File: src/pkg/sliu_pkg.sv
// constants and types shared by the single-level interrupt unit
package sliu_pkg;

	// ****************************************
	// clock and request rate
	// ****************************************
	localparam int unsigned SLIU_CLK_HZ = 25_000_000;
	localparam int unsigned SLIU_IRQ_RATE_HZ = 32768;
	// rounded down: nominal rate only, the period is a little short
	localparam int unsigned SLIU_DIV_CYCLES = SLIU_CLK_HZ / SLIU_IRQ_RATE_HZ;
	localparam int SLIU_DIV_W = 10;
	localparam logic [9:0] SLIU_DIV_LAST = 10'(SLIU_DIV_CYCLES - 1);
	localparam logic [9:0] SLIU_DIV_RST = 10'h000;

	// ****************************************
	// widths and vector
	// ****************************************
	localparam int SLIU_PC_W = 13;
	localparam int SLIU_NIB_W = 4;
	localparam int SLIU_ADDR_W = 5;
	localparam logic [12:0] SLIU_IRQ_ENTRY = 13'h0008;

	// ****************************************
	// register offsets
	// ****************************************
	localparam logic [4:0] SLIU_OFS_STATUS = 5'h00;
	localparam logic [4:0] SLIU_OFS_CTRL = 5'h09;
	localparam logic [4:0] SLIU_OFS_EVT_STS = 5'h15;
	localparam logic [4:0] SLIU_OFS_EVT_MASK = 5'h16;

	// ****************************************
	// field positions
	// ****************************************
	localparam int SLIU_ST_ZERO = 0;
	localparam int SLIU_ST_CARRY = 1;
	localparam int SLIU_ST_FLAG = 2;
	localparam int SLIU_CT_PWM_EN = 0;
	localparam int SLIU_CT_GIE = 1;
	localparam int SLIU_EV_REQ = 0;
	localparam int SLIU_EV_TAKEN = 1;
	localparam int SLIU_EV_W = 2;

	// ****************************************
	// reset values
	// ****************************************
	localparam logic SLIU_RST_FLAG = 1'b0;
	localparam logic SLIU_RST_CARRY = 1'b0;
	localparam logic SLIU_RST_ZERO = 1'b0;
	localparam logic SLIU_RST_GIE = 1'b0;
	localparam logic SLIU_RST_PWM_EN = 1'b0;
	localparam logic [1:0] SLIU_RST_EVT = 2'h0;
	localparam logic [3:0] SLIU_RST_NIB = 4'h0;
	localparam logic [22:0] SLIU_RST_CTX = 23'h00_0000;

	// ****************************************
	// service state
	// ****************************************
	typedef enum logic [0:0] {
		SLIU_IDLE = 1'b0,
		SLIU_SERVICE = 1'b1
	} sliu_state_t;

endpackage

File: src/design/sliu_ctx_store.sv
// hidden save registers holding the interrupted context
`timescale 1ns/1ps
`default_nettype none

module sliu_ctx_store
	import sliu_pkg::*;
(
	input wire logic clock,
	input wire logic rst,
	input wire logic ce,
	input wire logic wr_en,
	input wire logic [22:0] wr_data,
	output logic [22:0] rd_data
);

	typedef struct packed {
		logic [22:0] word;
	} sliu_ctx_t;

	sliu_ctx_t s_r;
	sliu_ctx_t s_nxt;

	// ****************************************
	// one word only: a single nesting level
	// ****************************************
	always_comb begin
		s_nxt = s_r;
		if (wr_en) begin
			s_nxt.word = wr_data;
		end
	end

	always_ff @(posedge clock or posedge rst) begin
		if (rst) begin
			s_r.word <= SLIU_RST_CTX;
		end else if (ce) begin
			s_r <= s_nxt;
		end
	end

	assign rd_data = s_r.word;

endmodule

`default_nettype wire

File: src/design/sliu_top.sv
// single-source single-level interrupt unit with its flag and control registers
`timescale 1ns/1ps
`default_nettype none

// Notes on behaviour
// there is one interrupt entry and acceptance loads the program counter with 0x008.
// requests come nominally at 32768 Hz while the pulse output runs.
// with the global enable high and the request flag set, the interrupt is taken on the next clock, never with the enable low.
// on acceptance the next program counter, page high, memory address high, carry and zero are saved in hidden registers.
// the context save and the entry load finish in one clock.
// entering service clears the global enable in hardware.
// acceptance leaves the request flag set.
// the service routine must clear the request flag itself before interrupts are enabled again.
// the interrupt return restores program counter, page high, memory address high, carry and zero.
// the interrupt return sets the global enable again.
// a subroutine return neither restores the saved context nor re-enables interrupts.
// only one nesting level exists and no second interrupt is taken during service.
// the status register at 00H holds request flag in bit 2, carry in bit 1, zero in bit 0, bit 3 reserved.
// the control register at 09H holds the global enable in bit 1 and the pulse output enable in bit 0.
// the request flag is set each time a pulse output cycle completes.
// a request pending while the enable is low is taken on the clock after the enable returns.
module sliu_top
	import sliu_pkg::*;
(
	input wire logic clock,
	input wire logic rst,
	input wire logic ce,
	input wire logic [4:0] reg_addr,
	input wire logic [3:0] reg_wdata,
	input wire logic reg_wr,
	input wire logic reg_rd,
	output logic [3:0] reg_rdata,
	input wire logic [12:0] pc_next,
	input wire logic [3:0] program_page_high,
	input wire logic [3:0] memory_address_high,
	input wire logic alu_flag_we,
	input wire logic alu_carry,
	input wire logic alu_zero,
	input wire logic return_from_irq,
	output logic vector_load,
	output logic [12:0] vector_addr,
	output logic restore_load,
	output logic [12:0] restore_pc,
	output logic [3:0] restore_page_high,
	output logic [3:0] restore_mem_high,
	output logic carry_flag,
	output logic zero_flag,
	output logic pulse_irq_request_flag,
	output logic global_irq_enable,
	output logic pulse_output_enable,
	output logic pulse_cycle_done,
	output logic in_service,
	output logic irq
);

	// ****************************************
	// state
	// ****************************************
	typedef struct packed {
		sliu_state_t st;
		logic gie;
		logic pwm_en;
		logic flag;
		logic carry;
		logic zero;
		logic [9:0] div;
		logic tick;
		logic jump;
		logic [1:0] evt_sts;
		logic [1:0] evt_mask;
		logic [3:0] rdata;
	} sliu_regs_t;

	sliu_regs_t s_r;
	sliu_regs_t s_nxt;

	logic [22:0] ctx_rd;
	logic ctx_wr;
	logic take;
	logic wr_status;
	logic wr_ctrl;
	logic wr_evt_sts;
	logic wr_evt_mask;
	logic [1:0] evt_set;

	function automatic logic hit(input logic [4:0] a, input logic [4:0] ofs);
		hit = (a == ofs);
	endfunction

	// ****************************************
	// decode and acceptance
	// ****************************************
	assign wr_status = reg_wr && hit(reg_addr, SLIU_OFS_STATUS);
	assign wr_ctrl = reg_wr && hit(reg_addr, SLIU_OFS_CTRL);
	assign wr_evt_sts = reg_wr && hit(reg_addr, SLIU_OFS_EVT_STS);
	assign wr_evt_mask = reg_wr && hit(reg_addr, SLIU_OFS_EVT_MASK);

	// flag already pending and enable high: taken at this edge, so the
	// jump shows in the next cycle; a late enable just starts it later
	assign take = s_r.gie && s_r.flag && (s_r.st == SLIU_IDLE);

	// context written in the same edge as the entry load
	assign ctx_wr = take;

	assign evt_set[SLIU_EV_REQ] = s_r.tick;
	assign evt_set[SLIU_EV_TAKEN] = take;

	sliu_ctx_store u_ctx (
		.clock(clock),
		.rst(rst),
		.ce(ce),
		.wr_en(ctx_wr),
		.wr_data({pc_next, program_page_high, memory_address_high,
			s_r.carry, s_r.zero}),
		.rd_data(ctx_rd)
	);

	// ****************************************
	// next state
	// ****************************************
	always_comb begin
		s_nxt = s_r;
		s_nxt.jump = 1'b0;
		s_nxt.tick = 1'b0;

		// period counter stands in for the pulse output cycle
		if (s_r.pwm_en) begin
			if (s_r.div == SLIU_DIV_LAST) begin
				s_nxt.div = SLIU_DIV_RST;
				s_nxt.tick = 1'b1;
			end else begin
				s_nxt.div = s_r.div + 10'h001;
			end
		end else begin
			s_nxt.div = SLIU_DIV_RST;
		end

		// core alu update of carry and zero
		if (alu_flag_we) begin
			s_nxt.carry = alu_carry;
			s_nxt.zero = alu_zero;
		end

		// software access to the status register
		if (wr_status) begin
			s_nxt.flag = reg_wdata[SLIU_ST_FLAG];
			s_nxt.carry = reg_wdata[SLIU_ST_CARRY];
			s_nxt.zero = reg_wdata[SLIU_ST_ZERO];
		end

		// a completed cycle beats a clear in the same cycle
		if (s_r.tick) begin
			s_nxt.flag = 1'b1;
		end

		if (wr_ctrl) begin
			s_nxt.gie = reg_wdata[SLIU_CT_GIE];
			s_nxt.pwm_en = reg_wdata[SLIU_CT_PWM_EN];
		end

		unique case (s_r.st)
			SLIU_IDLE: begin
				if (take) begin
					s_nxt.st = SLIU_SERVICE;
					s_nxt.gie = 1'b0;
					s_nxt.jump = 1'b1;
					// request flag left untouched for software
					s_nxt.flag = s_nxt.flag;
				end
			end
			SLIU_SERVICE: begin
				// no second acceptance until the return
				if (return_from_irq) begin
					s_nxt.st = SLIU_IDLE;
					s_nxt.gie = 1'b1;
					s_nxt.carry = ctx_rd[1];
					s_nxt.zero = ctx_rd[0];
				end
			end
		endcase

		// event bits: write one clears, a new event wins
		if (wr_evt_sts) begin
			s_nxt.evt_sts = s_r.evt_sts & ~reg_wdata[SLIU_EV_W-1:0];
		end
		s_nxt.evt_sts = s_nxt.evt_sts | evt_set;

		if (wr_evt_mask) begin
			s_nxt.evt_mask = reg_wdata[SLIU_EV_W-1:0];
		end

		// read data stands one cycle after the strobe only
		s_nxt.rdata = SLIU_RST_NIB;
		if (reg_rd) begin
			if (hit(reg_addr, SLIU_OFS_STATUS)) begin
				s_nxt.rdata = {1'b0, s_r.flag, s_r.carry, s_r.zero};
			end else if (hit(reg_addr, SLIU_OFS_CTRL)) begin
				s_nxt.rdata = {2'b00, s_r.gie, s_r.pwm_en};
			end else if (hit(reg_addr, SLIU_OFS_EVT_STS)) begin
				s_nxt.rdata = {2'b00, s_r.evt_sts};
			end else if (hit(reg_addr, SLIU_OFS_EVT_MASK)) begin
				s_nxt.rdata = {2'b00, s_r.evt_mask};
			end
		end
	end

	// ****************************************
	// registers
	// ****************************************
	always_ff @(posedge clock or posedge rst) begin
		if (rst) begin
			s_r.st <= SLIU_IDLE;
			s_r.gie <= SLIU_RST_GIE;
			s_r.pwm_en <= SLIU_RST_PWM_EN;
			s_r.flag <= SLIU_RST_FLAG;
			s_r.carry <= SLIU_RST_CARRY;
			s_r.zero <= SLIU_RST_ZERO;
			s_r.div <= SLIU_DIV_RST;
			s_r.tick <= 1'b0;
			s_r.jump <= 1'b0;
			s_r.evt_sts <= SLIU_RST_EVT;
			s_r.evt_mask <= SLIU_RST_EVT;
			s_r.rdata <= SLIU_RST_NIB;
		end else if (ce) begin
			s_r <= s_nxt;
		end
	end

	// ****************************************
	// outputs
	// ****************************************
	assign reg_rdata = s_r.rdata;
	assign vector_load = s_r.jump;
	assign vector_addr = SLIU_IRQ_ENTRY;
	// only the interrupt return restores; a plain return has no path here
	assign restore_load = return_from_irq && (s_r.st == SLIU_SERVICE) && ce;
	assign restore_pc = ctx_rd[22:10];
	assign restore_page_high = ctx_rd[9:6];
	assign restore_mem_high = ctx_rd[5:2];
	assign carry_flag = s_r.carry;
	assign zero_flag = s_r.zero;
	assign pulse_irq_request_flag = s_r.flag;
	assign global_irq_enable = s_r.gie;
	assign pulse_output_enable = s_r.pwm_en;
	assign pulse_cycle_done = s_r.tick;
	assign in_service = (s_r.st == SLIU_SERVICE);
	assign irq = |(s_r.evt_sts & s_r.evt_mask);

endmodule

`default_nettype wire

File: config.mk
export PLATFORM = sky130hd
export DESIGN_NAME = sliu_top
export DESIGN_NICKNAME = d
export VERILOG_FILES = /design/src/pkg/sliu_pkg.sv /design/src/design/sliu_ctx_store.sv /design/src/design/sliu_top.sv
export SDC_FILE = /design/constraint.sdc
export NUM_CORES = 1
export LEC_CHECK = 0
export BUFFER_PORTS_ARGS = -buffer_cell sky130_fd_sc_hd__buf_2
export CAP_MARGIN = 20
export CORE_ASPECT_RATIO = 0.6
export CORE_MARGIN = 10
export CORE_UTILIZATION = 45
export DETAILED_ROUTE_END_ITERATION = 7
export PLACE_DENSITY_LB_ADDON = 0.12
export SYNTH_ARGS = -nofsm -noshare
export SYNTH_HDL_FRONTEND = slang
export SYNTH_HIERARCHICAL = 1
export SYNTH_SLANG_ARGS = --single-unit
File: constraint.sdc
create_clock -name clock -period 1.6 [get_ports clock]
set_input_delay 0.08 -clock clock [delete_from_list [all_inputs] [get_ports clock]]
set_output_delay 0.08 -clock clock [all_outputs]
set_load 0.05 [all_outputs]
* After elaboration in Yosys (flattened, before gate mapping)
Index checks and enable logic that the tools add are counted.
** Storage, ports and cells
- Bits in registers :: 49
- Output and inout port bits :: 48
- Word-level logic and storage cells :: 59
** Operators by class
- $add $sub $neg :: 1
- Equal/unequal tests :: 4
- Multiplexer cells :: 21
- Bitwise operators :: 5
- Reductions and logical operators :: 15
** Operators by type and width (number)
- $mux 10 :: 2
- $mux 2 :: 10
- $add 10x1->10 const B :: 1
- $eq 10x10->1 const B :: 1
- $eq 5x5->1 const B :: 2
- $mux 3 :: 3
- $logic_and 1x1->1 :: 8
- $reduce_and 2->1 :: 4
- $eq 5x4->1 const B :: 1
- $logic_not 5->1 :: 1
- $mux 1 :: 5
- $and 2x2->2 :: 2
- $pmux 2 s2 :: 1
- $not 2->2 :: 1
- $or 2x2->2 :: 1
- $reduce_bool 2->1 :: 1
- $reduce_or 2->1 :: 1
- $not 1->1 :: 1

* Logic depth before layout (Yosys ltp)
Gate-level depths: netlist of the first run.
- Depth after elaboration :: 6
- Gate-level depth with buffers :: 7
- Depth with buffers taken out :: 6

* Hierarchy
The synthesis of the first run kept the hierarchy.
** By module, submodules not included
- sliu_top :: instances 1, cells each 162, area an instance 1521.5 um^2, sequential area each 625.6 um^2
- sliu_ctx_store :: instances 1, cells each 50, area an instance 942.2 um^2, sequential area each 575.6 um^2

* Least setup slack after synthesis of the first run
No wires, ideal clock.
- Kind :: flip-flop to flip-flop
- From :: reg s_r, in the netlist pulse_irq_request_flag
- To :: reg u_ctx.s_r, in the netlist u_ctx/rd_data[0]
- Arrival time :: 1.554 ns
- Data required time :: 1.475 ns
- Setup slack :: -0.079 ns
- Cell stages (with the launch flop) :: 6
- Clock period less this slack :: 1.679 ns
- Cell sequence :: dfrtp_1 > nand2_1 > nor2_1 > nand2_2 > buf_6 > mux2_4
** Between the ends
- Cells in the longest elaborated chain, start to end :: 3
** Ends and longest elaborated chain
- from (decl) :: RTL line sliu_top.sv:74 : sliu_regs_t s_r;
- from (signal assigned) :: RTL line sliu_top.sv:225 : s_r <= s_nxt;
- $logic_and 1x1->1 (2 in a row) :: RTL line sliu_top.sv:100 : assign take = s_r.gie && s_r.flag && (s_r.st == SLIU_IDLE);
- named net ctx_wr :: RTL line sliu_top.sv:78 : logic ctx_wr;
- $reduce_and 2->1 (no source line)
- to (signal assigned) :: RTL line sliu_ctx_store.sv:37 : s_r <= s_nxt;
- to (decl) :: RTL line sliu_ctx_store.sv:20 : sliu_ctx_t s_r;
The timed path passes the listed nets, and every way through them passes these cells.
A chain may end at the register's enable or synchronous reset.

* Worst setup path after layout of the first run
- From :: reg s_r[11] in the netlist's numbering
- To :: reg s_r[10] in the netlist's numbering
** Between the ends
- Cells in the longest elaborated chain, start to end :: 3
** Ends and longest elaborated chain
- $eq 10x10->1 :: RTL line sliu_top.sv:128 : if (s_r.div == SLIU_DIV_LAST) begin
- $mux 10 :: RTL line sliu_top.sv:128
- $mux 10 :: RTL line sliu_top.sv:127 : if (s_r.pwm_en) begin
No other way between the ends.

==> run_results.csv, run 1 <==
group,metric,value,unit
status,run_status,"completed",
placement,globalplace.congestion,0.840,
cts,clock_sink_count,48,
placement,placedCellCount,345,
global_route,grt.total_usage,13.0,%
yosys,synth-seq-area-share,48.8,%
final_layout,post_route_cell_area,3170,µm²
pwr,worst_ir_drop_vdd,0.000659,V
floorplan,die_area,8930,µm²
pwr,power.static_leakage,0.00169,µW
placement,hpwl,4360,µm
global_route,initial_antenna_violation_count,0,
drt,initialDrtViolationCount,55,
worst_setup_path,crit_path_end_kind,"flop",
worst_setup_path,worst-endpoint-arrival,1750,ps
placement,dp_slack,-29.5,ps
yosys,synth.top_cells.by_area,"sky130_fd_sc_hd__dfrtp_1 (49%), sky130_fd_sc_hd__mux2_4 (12%), sky130_fd_sc_hd__buf_4 (5.2%), sky130_fd_sc_hd__mux2_2 (4.6%), sky130_fd_sc_hd__nand2_1 (2.4%)",
drt,drt_drc_violations_left,0,
floorplan,placeableCoreArea,5180,µm²
final_layout,post_route_cells_drive_above_1_share,44.1,%
yosys,yosys.area.top_type,"sky130_fd_sc_hd__dfrtp_1",
global_route,grt_max_degree,26,
worst_setup_path,timing.setup.critical_path_class,"flop to flop",
cts,clkTransAtPathRegs,90,ps
drt,routed-via-count,1831,
worst_setup_path,critical_path_required,1790,ps
yosys,syn_inst,212,
drt,route.detailed.wl_per_inst,15.8,µm
yosys,post_synth.cell_area_avg,11.6,µm²
final_layout,fillCellCount,450,
yosys,post_synth_arst_share,100,%
floorplan,fp.dieW,116,µm
final_layout,nNetsFinal,346,
cts,ctsRootBufferMaster,"sky130_fd_sc_hd__clkbuf_8",
timing,layout_setup_ws,43.7,ps
yosys,ys_ff_latch,48,
timing,finalHoldViolations,0,
timing,achievable_clock_frequency,643,MHz
pwr,pwr_density_cell,943,nW/µm²
worst_setup_path,worst_path_maximum_fanout,5,
floorplan,io_pins,87,
yosys,dominantRegCellSynth,"sky130_fd_sc_hd__dfrtp_1",
global_route,remaining_global_route_overflow,0,
placement,placement.io_buffers,71,
timing,report.final.setup_viol,0,
timing,grt_setup_unrepaired,"yes",
drt,first_pass_iters,4,
floorplan,floorplan.die.height,77.3,µm
global_route,grt_pass1_vias,1882,
worst_setup_path,ff2ff_setup_slack,40,ps
run,number_of_max_capacitance_violations_reported,0,
final_layout,areaGrowthSynthToFinish,28.6,%
placement,placed_cell_area,2840,µm²
timing,finalCriticalPeriod,1560,ps
yosys,number_of_flops_mapped_to_enable_cells_by_yosys,0,
final_layout,n_diodes,0,
drt,route.detailed.vias_per_inst,4.92,
min_path,min-delay-path-class,"input pin to flop",
drt,drt.antenna.violating_nets,0,
yosys,ys.warnings.count,6,
timing,clock-skew-final,7.17,ps
cts,clock_tree.buffer_depth,2,
cts,cts_made_buffers,5,
global_route,grt_pass1_wl,9260,µm
floorplan,initial_core_util,47.6,%
cts,cts_max_level,2,
cts,clock_insertion_delay_at_the_later_pin_of_the_skew_report,300,ps
cts,clock_tree_from_tritoncts,"yes",
final_layout,postLayoutCoreUtil,61.2,%
drt,detail_route.wirelength,5880,µm
timing,slew_viol_final,0,
final_layout,post_layout_nonfiller_instances,372,
yosys,most_frequent_cells_after_synthesis,"sky130_fd_sc_hd__dfrtp_1 (48), sky130_fd_sc_hd__mux2_4 (20), sky130_fd_sc_hd__buf_4 (17), sky130_fd_sc_hd__nand2_1 (16), sky130_fd_sc_hd__nor2_1 (15)",
yosys,yosysUniqueCellTypes,44,
worst_setup_path,critPathLaunchType,"flop",
yosys,yosysMostFrequentCell,"sky130_fd_sc_hd__dfrtp_1",
floorplan,rows,20,
timing,hold-worst-slack,6.52,ps
timing,finalCritPeriodShare,97.3,%
yosys,netlist.area_leader.share,48.8,%
yosys,syn-cell-area,2460,µm²
## placed cells by master (no fill, tap or decap), types with 2 or more instances in the layout
master,n
sky130_fd_sc_hd__a22o_1,4
sky130_fd_sc_hd__a22oi_1,2
sky130_fd_sc_hd__a2bb2oi_1,2
sky130_fd_sc_hd__and3_2,2
sky130_fd_sc_hd__buf_2,71
sky130_fd_sc_hd__buf_4,11
sky130_fd_sc_hd__clkbuf_8,7
sky130_fd_sc_hd__conb_1,14
sky130_fd_sc_hd__dfrtp_1,46
sky130_fd_sc_hd__dfrtp_2,2
sky130_fd_sc_hd__dlygate4sd3_1,15
sky130_fd_sc_hd__inv_1,7
sky130_fd_sc_hd__mux2_2,10
sky130_fd_sc_hd__mux2_4,20
sky130_fd_sc_hd__mux2i_1,2
sky130_fd_sc_hd__nand2_1,16
sky130_fd_sc_hd__nand3_1,9
sky130_fd_sc_hd__nand4_1,2
sky130_fd_sc_hd__nor2_1,13
sky130_fd_sc_hd__nor2_2,2
sky130_fd_sc_hd__nor2b_1,3
sky130_fd_sc_hd__nor3b_1,3
sky130_fd_sc_hd__o211ai_1,2
sky130_fd_sc_hd__o21ai_0,8
sky130_fd_sc_hd__o22ai_1,4
sky130_fd_sc_hd__xnor2_1,2
sky130_fd_sc_hd__xor2_1,4
## worst paths after layout
check / start / to / cells after the start
min reg2reg: u_ctx/rd_data[6] / u_ctx/rd_data[6] / 1
max: s_r[11] / s_r[10] / 6
max in group asynchronous: rst / pulse_irq_request_flag / 4
min in group asynchronous: rst / u_ctx/rd_data[5] / 4
min: program_page_high[1] / u_ctx/rd_data[7] / 2
max reg2reg: s_r[11] / s_r[10] / 6
## flip-flops by register name, indices dropped and copies added (netlist names)
signal / flops
carry_flag: 1
s_r: 14
zero_flag: 1
vector_load: 1
pulse_irq_request_flag: 1
pulse_cycle_done: 1
pulse_output_enable: 1
reg_rdata: 3
in_service: 1
global_irq_enable: 1
u_ctx/rd_data: 23
## worst max-delay path, stage by stage, from the launching register on
cell and delay [ps]:
sky130_fd_sc_hd__dfrtp_1 410, sky130_fd_sc_hd__inv_2 90, sky130_fd_sc_hd__ha_4 110, sky130_fd_sc_hd__nand4b_1 160
sky130_fd_sc_hd__o31ai_4 350, sky130_fd_sc_hd__nor2_1 60, sky130_fd_sc_hd__mux2_2 260
## power by group
part           internal, µW  leakage, µW  switching (µW)
sequential             1290     0.000654            61.6
clock                   551    0.0000645             401
combinational           233     0.000972             449
## stage by stage
stage | power [µW] | setup TNS, ps
after floorplan | 1860 | 0
after global placement | 2010 | 0
after detailed placement | 2010 | -92.2
after CTS | 3000 | 0
after global routing | 3120 | -174
final | 2990 | 0
## routing by layer
layer | vias up | routed length [µm] | global-route usage (%)
met5 | - | 0 | 0
met4 | 0 | 75 | 4.91
met3 | 6 | 479 | 4.66
met2 | 53 | 2620 | 19.7
met1 | 879 | 2700 | 16.6
li1 | 893 | - | -
## cell type report
class	instances	area [µm²]	share of cell area (%)
flip-flops and latches	48	1200	38.0
multi-input cells	144	1120	35.3
repair buffers	98	608	19.2
clock buffers	7	96.3	3.04
well taps	66	82.6	2.61
clock inverters	1	30.0	0.947
inverters	8	30.0	0.947
## kinds of logic (layout without fill, tap and decap cells)
group	count (synthesis)	count (layout)	synth area share, %
mux	32	32	17.6
fa+ha+maj	2	2	1.02
compound gates	27	27	8.02
xor+xnor	6	6	2.13
buf+inv	32	114	8.53
flops	48	48	48.8
other cells	2	14	0.305
simple gates	63	63	13.7
## repair_timing
action | 4_1_cts | 5_1_grt
resized for setup | 1 | 6
pin swaps | 0 | 4
hold buffers | 13 | 2
endpoints found under the setup margin | 6 | 8
endpoints found under the hold margin | 60 | 2
buffers inserted | 0 | 4
Power figures use the tool's default switching activity.
==> run 2: changes to the inputs <==
CTS_BUF_LIST = sky130_fd_sc_hd__clkbuf_8   (was not set)
REMOVE_ABC_BUFFERS = 1   (was not set)
==> run_results.csv, run 2 (synthesis results as in run 1) <==
group,metric,value,unit
placement,globalplace.congestion,0.804,
min_path,min_delay_path_depth,2,
min_path,min-delay-path-class,"input pin to flop",
placement,dp_slack,24.0,ps
timing,achievable_clock_frequency,631,MHz
timing,finalCriticalPeriod,1590,ps
drt,route.detailed.vias_per_inst,5.05,
worst_setup_path,crit_chain,"inv_2, ha_4, nand4b_1, o31ai_4, nor2_1, mux2_4",
drt,initialDrtViolationCount,85,
final_layout,most_frequent_standard_cell_in_the_layout_excluding_fill_and_tap_cells,"sky130_fd_sc_hd__buf_2",
drt,route.detailed.wl_per_inst,16.3,µm
cts,cts_max_level,2,
cts,cts_made_buffers,5,
worst_setup_path,timing.setup.critical_path_class,"flop to flop",
floorplan,die_area,8930,µm²
worst_setup_path,slowest_delay,410,ps
global_route,grt.total_usage,13.1,%
worst_setup_path,depth_of_the_critical_timing_path_with_buffers_and_inverters_included,6,
floorplan,io_pins,87,
final_layout,areaGrowthSynthToFinish,25.1,%
worst_setup_path,critPathBufInv,1,
global_route,remaining_global_route_overflow,0,
placement,placement.io_buffers,71,
timing,grt_setup_unrepaired,"yes",
pwr,power.static_leakage,0.00167,µW
final_layout,max_ffs_per_register,23,
pwr,pwr_density_cell,936,nW/µm²
floorplan,fp.dieW,116,µm
drt,detail_route.wirelength,5970,µm
placement,hpwl,4590,µm
cts,clkTransAtPathRegs,90,ps
worst_setup_path,worst-endpoint-arrival,1770,ps
drt,drt_drc_violations_left,0,
worst_setup_path,critical_path.top_delay_family,"flip-flops",
floorplan,floorplan.die.height,77.3,µm
final_layout,post_route_cells_drive_above_1_share,43.7,%
timing,clock-skew-final,6.92,ps
worst_setup_path,crit_path_end_kind,"flop",
drt,routed-via-count,1847,
global_route,grt_pass1_wl,9670,µm
global_route,grt_max_degree,26,
final_layout,n_diodes,0,
floorplan,rows,20,
worst_setup_path,critical_path.slowest_cell,"sky130_fd_sc_hd__dfrtp_1",
worst_setup_path,critical_path_required,1780,ps
global_route,grt_pass1_vias,1877,
worst_setup_path,r2r.worst_path.cells,6,
cts,clock_tree.buffer_depth,2,
cts,clock_insertion_delay_at_the_later_pin_of_the_skew_report,300,ps
final_layout,nNetsFinal,340,
drt,drt.antenna.violating_nets,0,
cts,clock_sink_count,48,
timing,finalHoldViolations,0,
timing,hold-worst-slack,10.0,ps
global_route,initial_antenna_violation_count,0,
timing,slew_viol_final,0,
worst_setup_path,critPathLaunchType,"flop",
run,number_of_max_capacitance_violations_reported,0,
worst_setup_path,worst_path_maximum_fanout,5,
cts,clock_tree_from_tritoncts,"yes",
drt,first_pass_iters,4,
timing,report.final.setup_viol,0,
timing,layout_setup_ws,14.3,ps
timing,finalCritPeriodShare,99.1,%
pwr,worst_ir_drop_vdd,0.000375,V
status,run_status,"completed",
final_layout,most-common-layout-cells,"sky130_fd_sc_hd__buf_2 (71), sky130_fd_sc_hd__dfrtp_1 (47), sky130_fd_sc_hd__mux2_4 (21)",
cts,ctsRootBufferMaster,"sky130_fd_sc_hd__clkbuf_8",
floorplan,initial_core_util,47.6,%
floorplan,placeableCoreArea,5180,µm²
-- run 2: cell types whose count changed in the layout (fill, tap and decap cells not counted), sizes merged --
cell         change
inv              +1
dlygate4sd3      -7
clkinv           +1
buf              +1
clkbuf           -2
-- run 2: what timing repair did --
item | in CTS | in global routing
hold endpoints to repair | 54 | 1
hold buffers | 7 | 1
setup buffers | 0 | 3
resized for setup | 0 | 6
endpoints found under the setup margin | 0 | 8
-- run 2: routing by layer --
| layer | vias to the layer above | track usage, % | part of all wire, % |
|---|---|---|---|
| met3 | 4 | 3.96 | 6.8 |
| met4 | 0 | 1.89 | 0.50 |
| met1 | 903 | 18.3 | 47 |
| met2 | 54 | 19.9 | 45 |
| li1 | 886 | - | - |
| met5 | - | 0 | 0 |
-- run 2: through the flow --
step | total power [µW] | setup TNS, ps | utilization [%] | cell area [µm²] | instances
6_report | 2890 | 0 | 59.5 | 3080 | 366
5_1_grt | 3020 | -214 | 59.5 | 3080 | 366
4_1_cts | 2910 | 0 | 58.5 | 3030 | 362
3_5_place_dp | 2020 | 0 | 55.1 | 2850 | 347
3_3_place_gp | 2020 | 0 | 55.1 | 2850 | 347
2_1_floorplan | 1820 | -6610 | - | 2330 | 200
-- run 2: worst paths after layout --
kind	from	endpoint	slack, ps
worst max-delay path	s_r[11]	s_r[10]	10
worst min-delay path	memory_address_high[3]	u_ctx/rd_data[5]	10
worst max register to register	s_r[11]	s_r[10]	10
worst min register to register	u_ctx/rd_data[7]	u_ctx/rd_data[7]	510
max in group asynchronous	rst	s_r[10]	940
min in group asynchronous	rst	u_ctx/rd_data[21]	380
-- run 2: area by class of cell --
class	count	area, µm²
Clock buffer	5	68.8
Timing Repair Buffer	92	546
Clock inverter	3	38.8
Inverter	8	30.0
Sequential cell	48	1200
Tap cell	66	82.6
Fill cell	432	2100
Multi-Input combinational cell	144	1110
-- run 2: report_power, final --
part | total [µW] | internal (µW) | leakage (µW) | switching (µW)
clock | 855 | 458 | 0.0000593 | 397
sequential | 1350 | 1290 | 0.000656 | 60.9
combinational | 680 | 229 | 0.000952 | 451
total | 2890 | 1980 | 0.00167 | 909
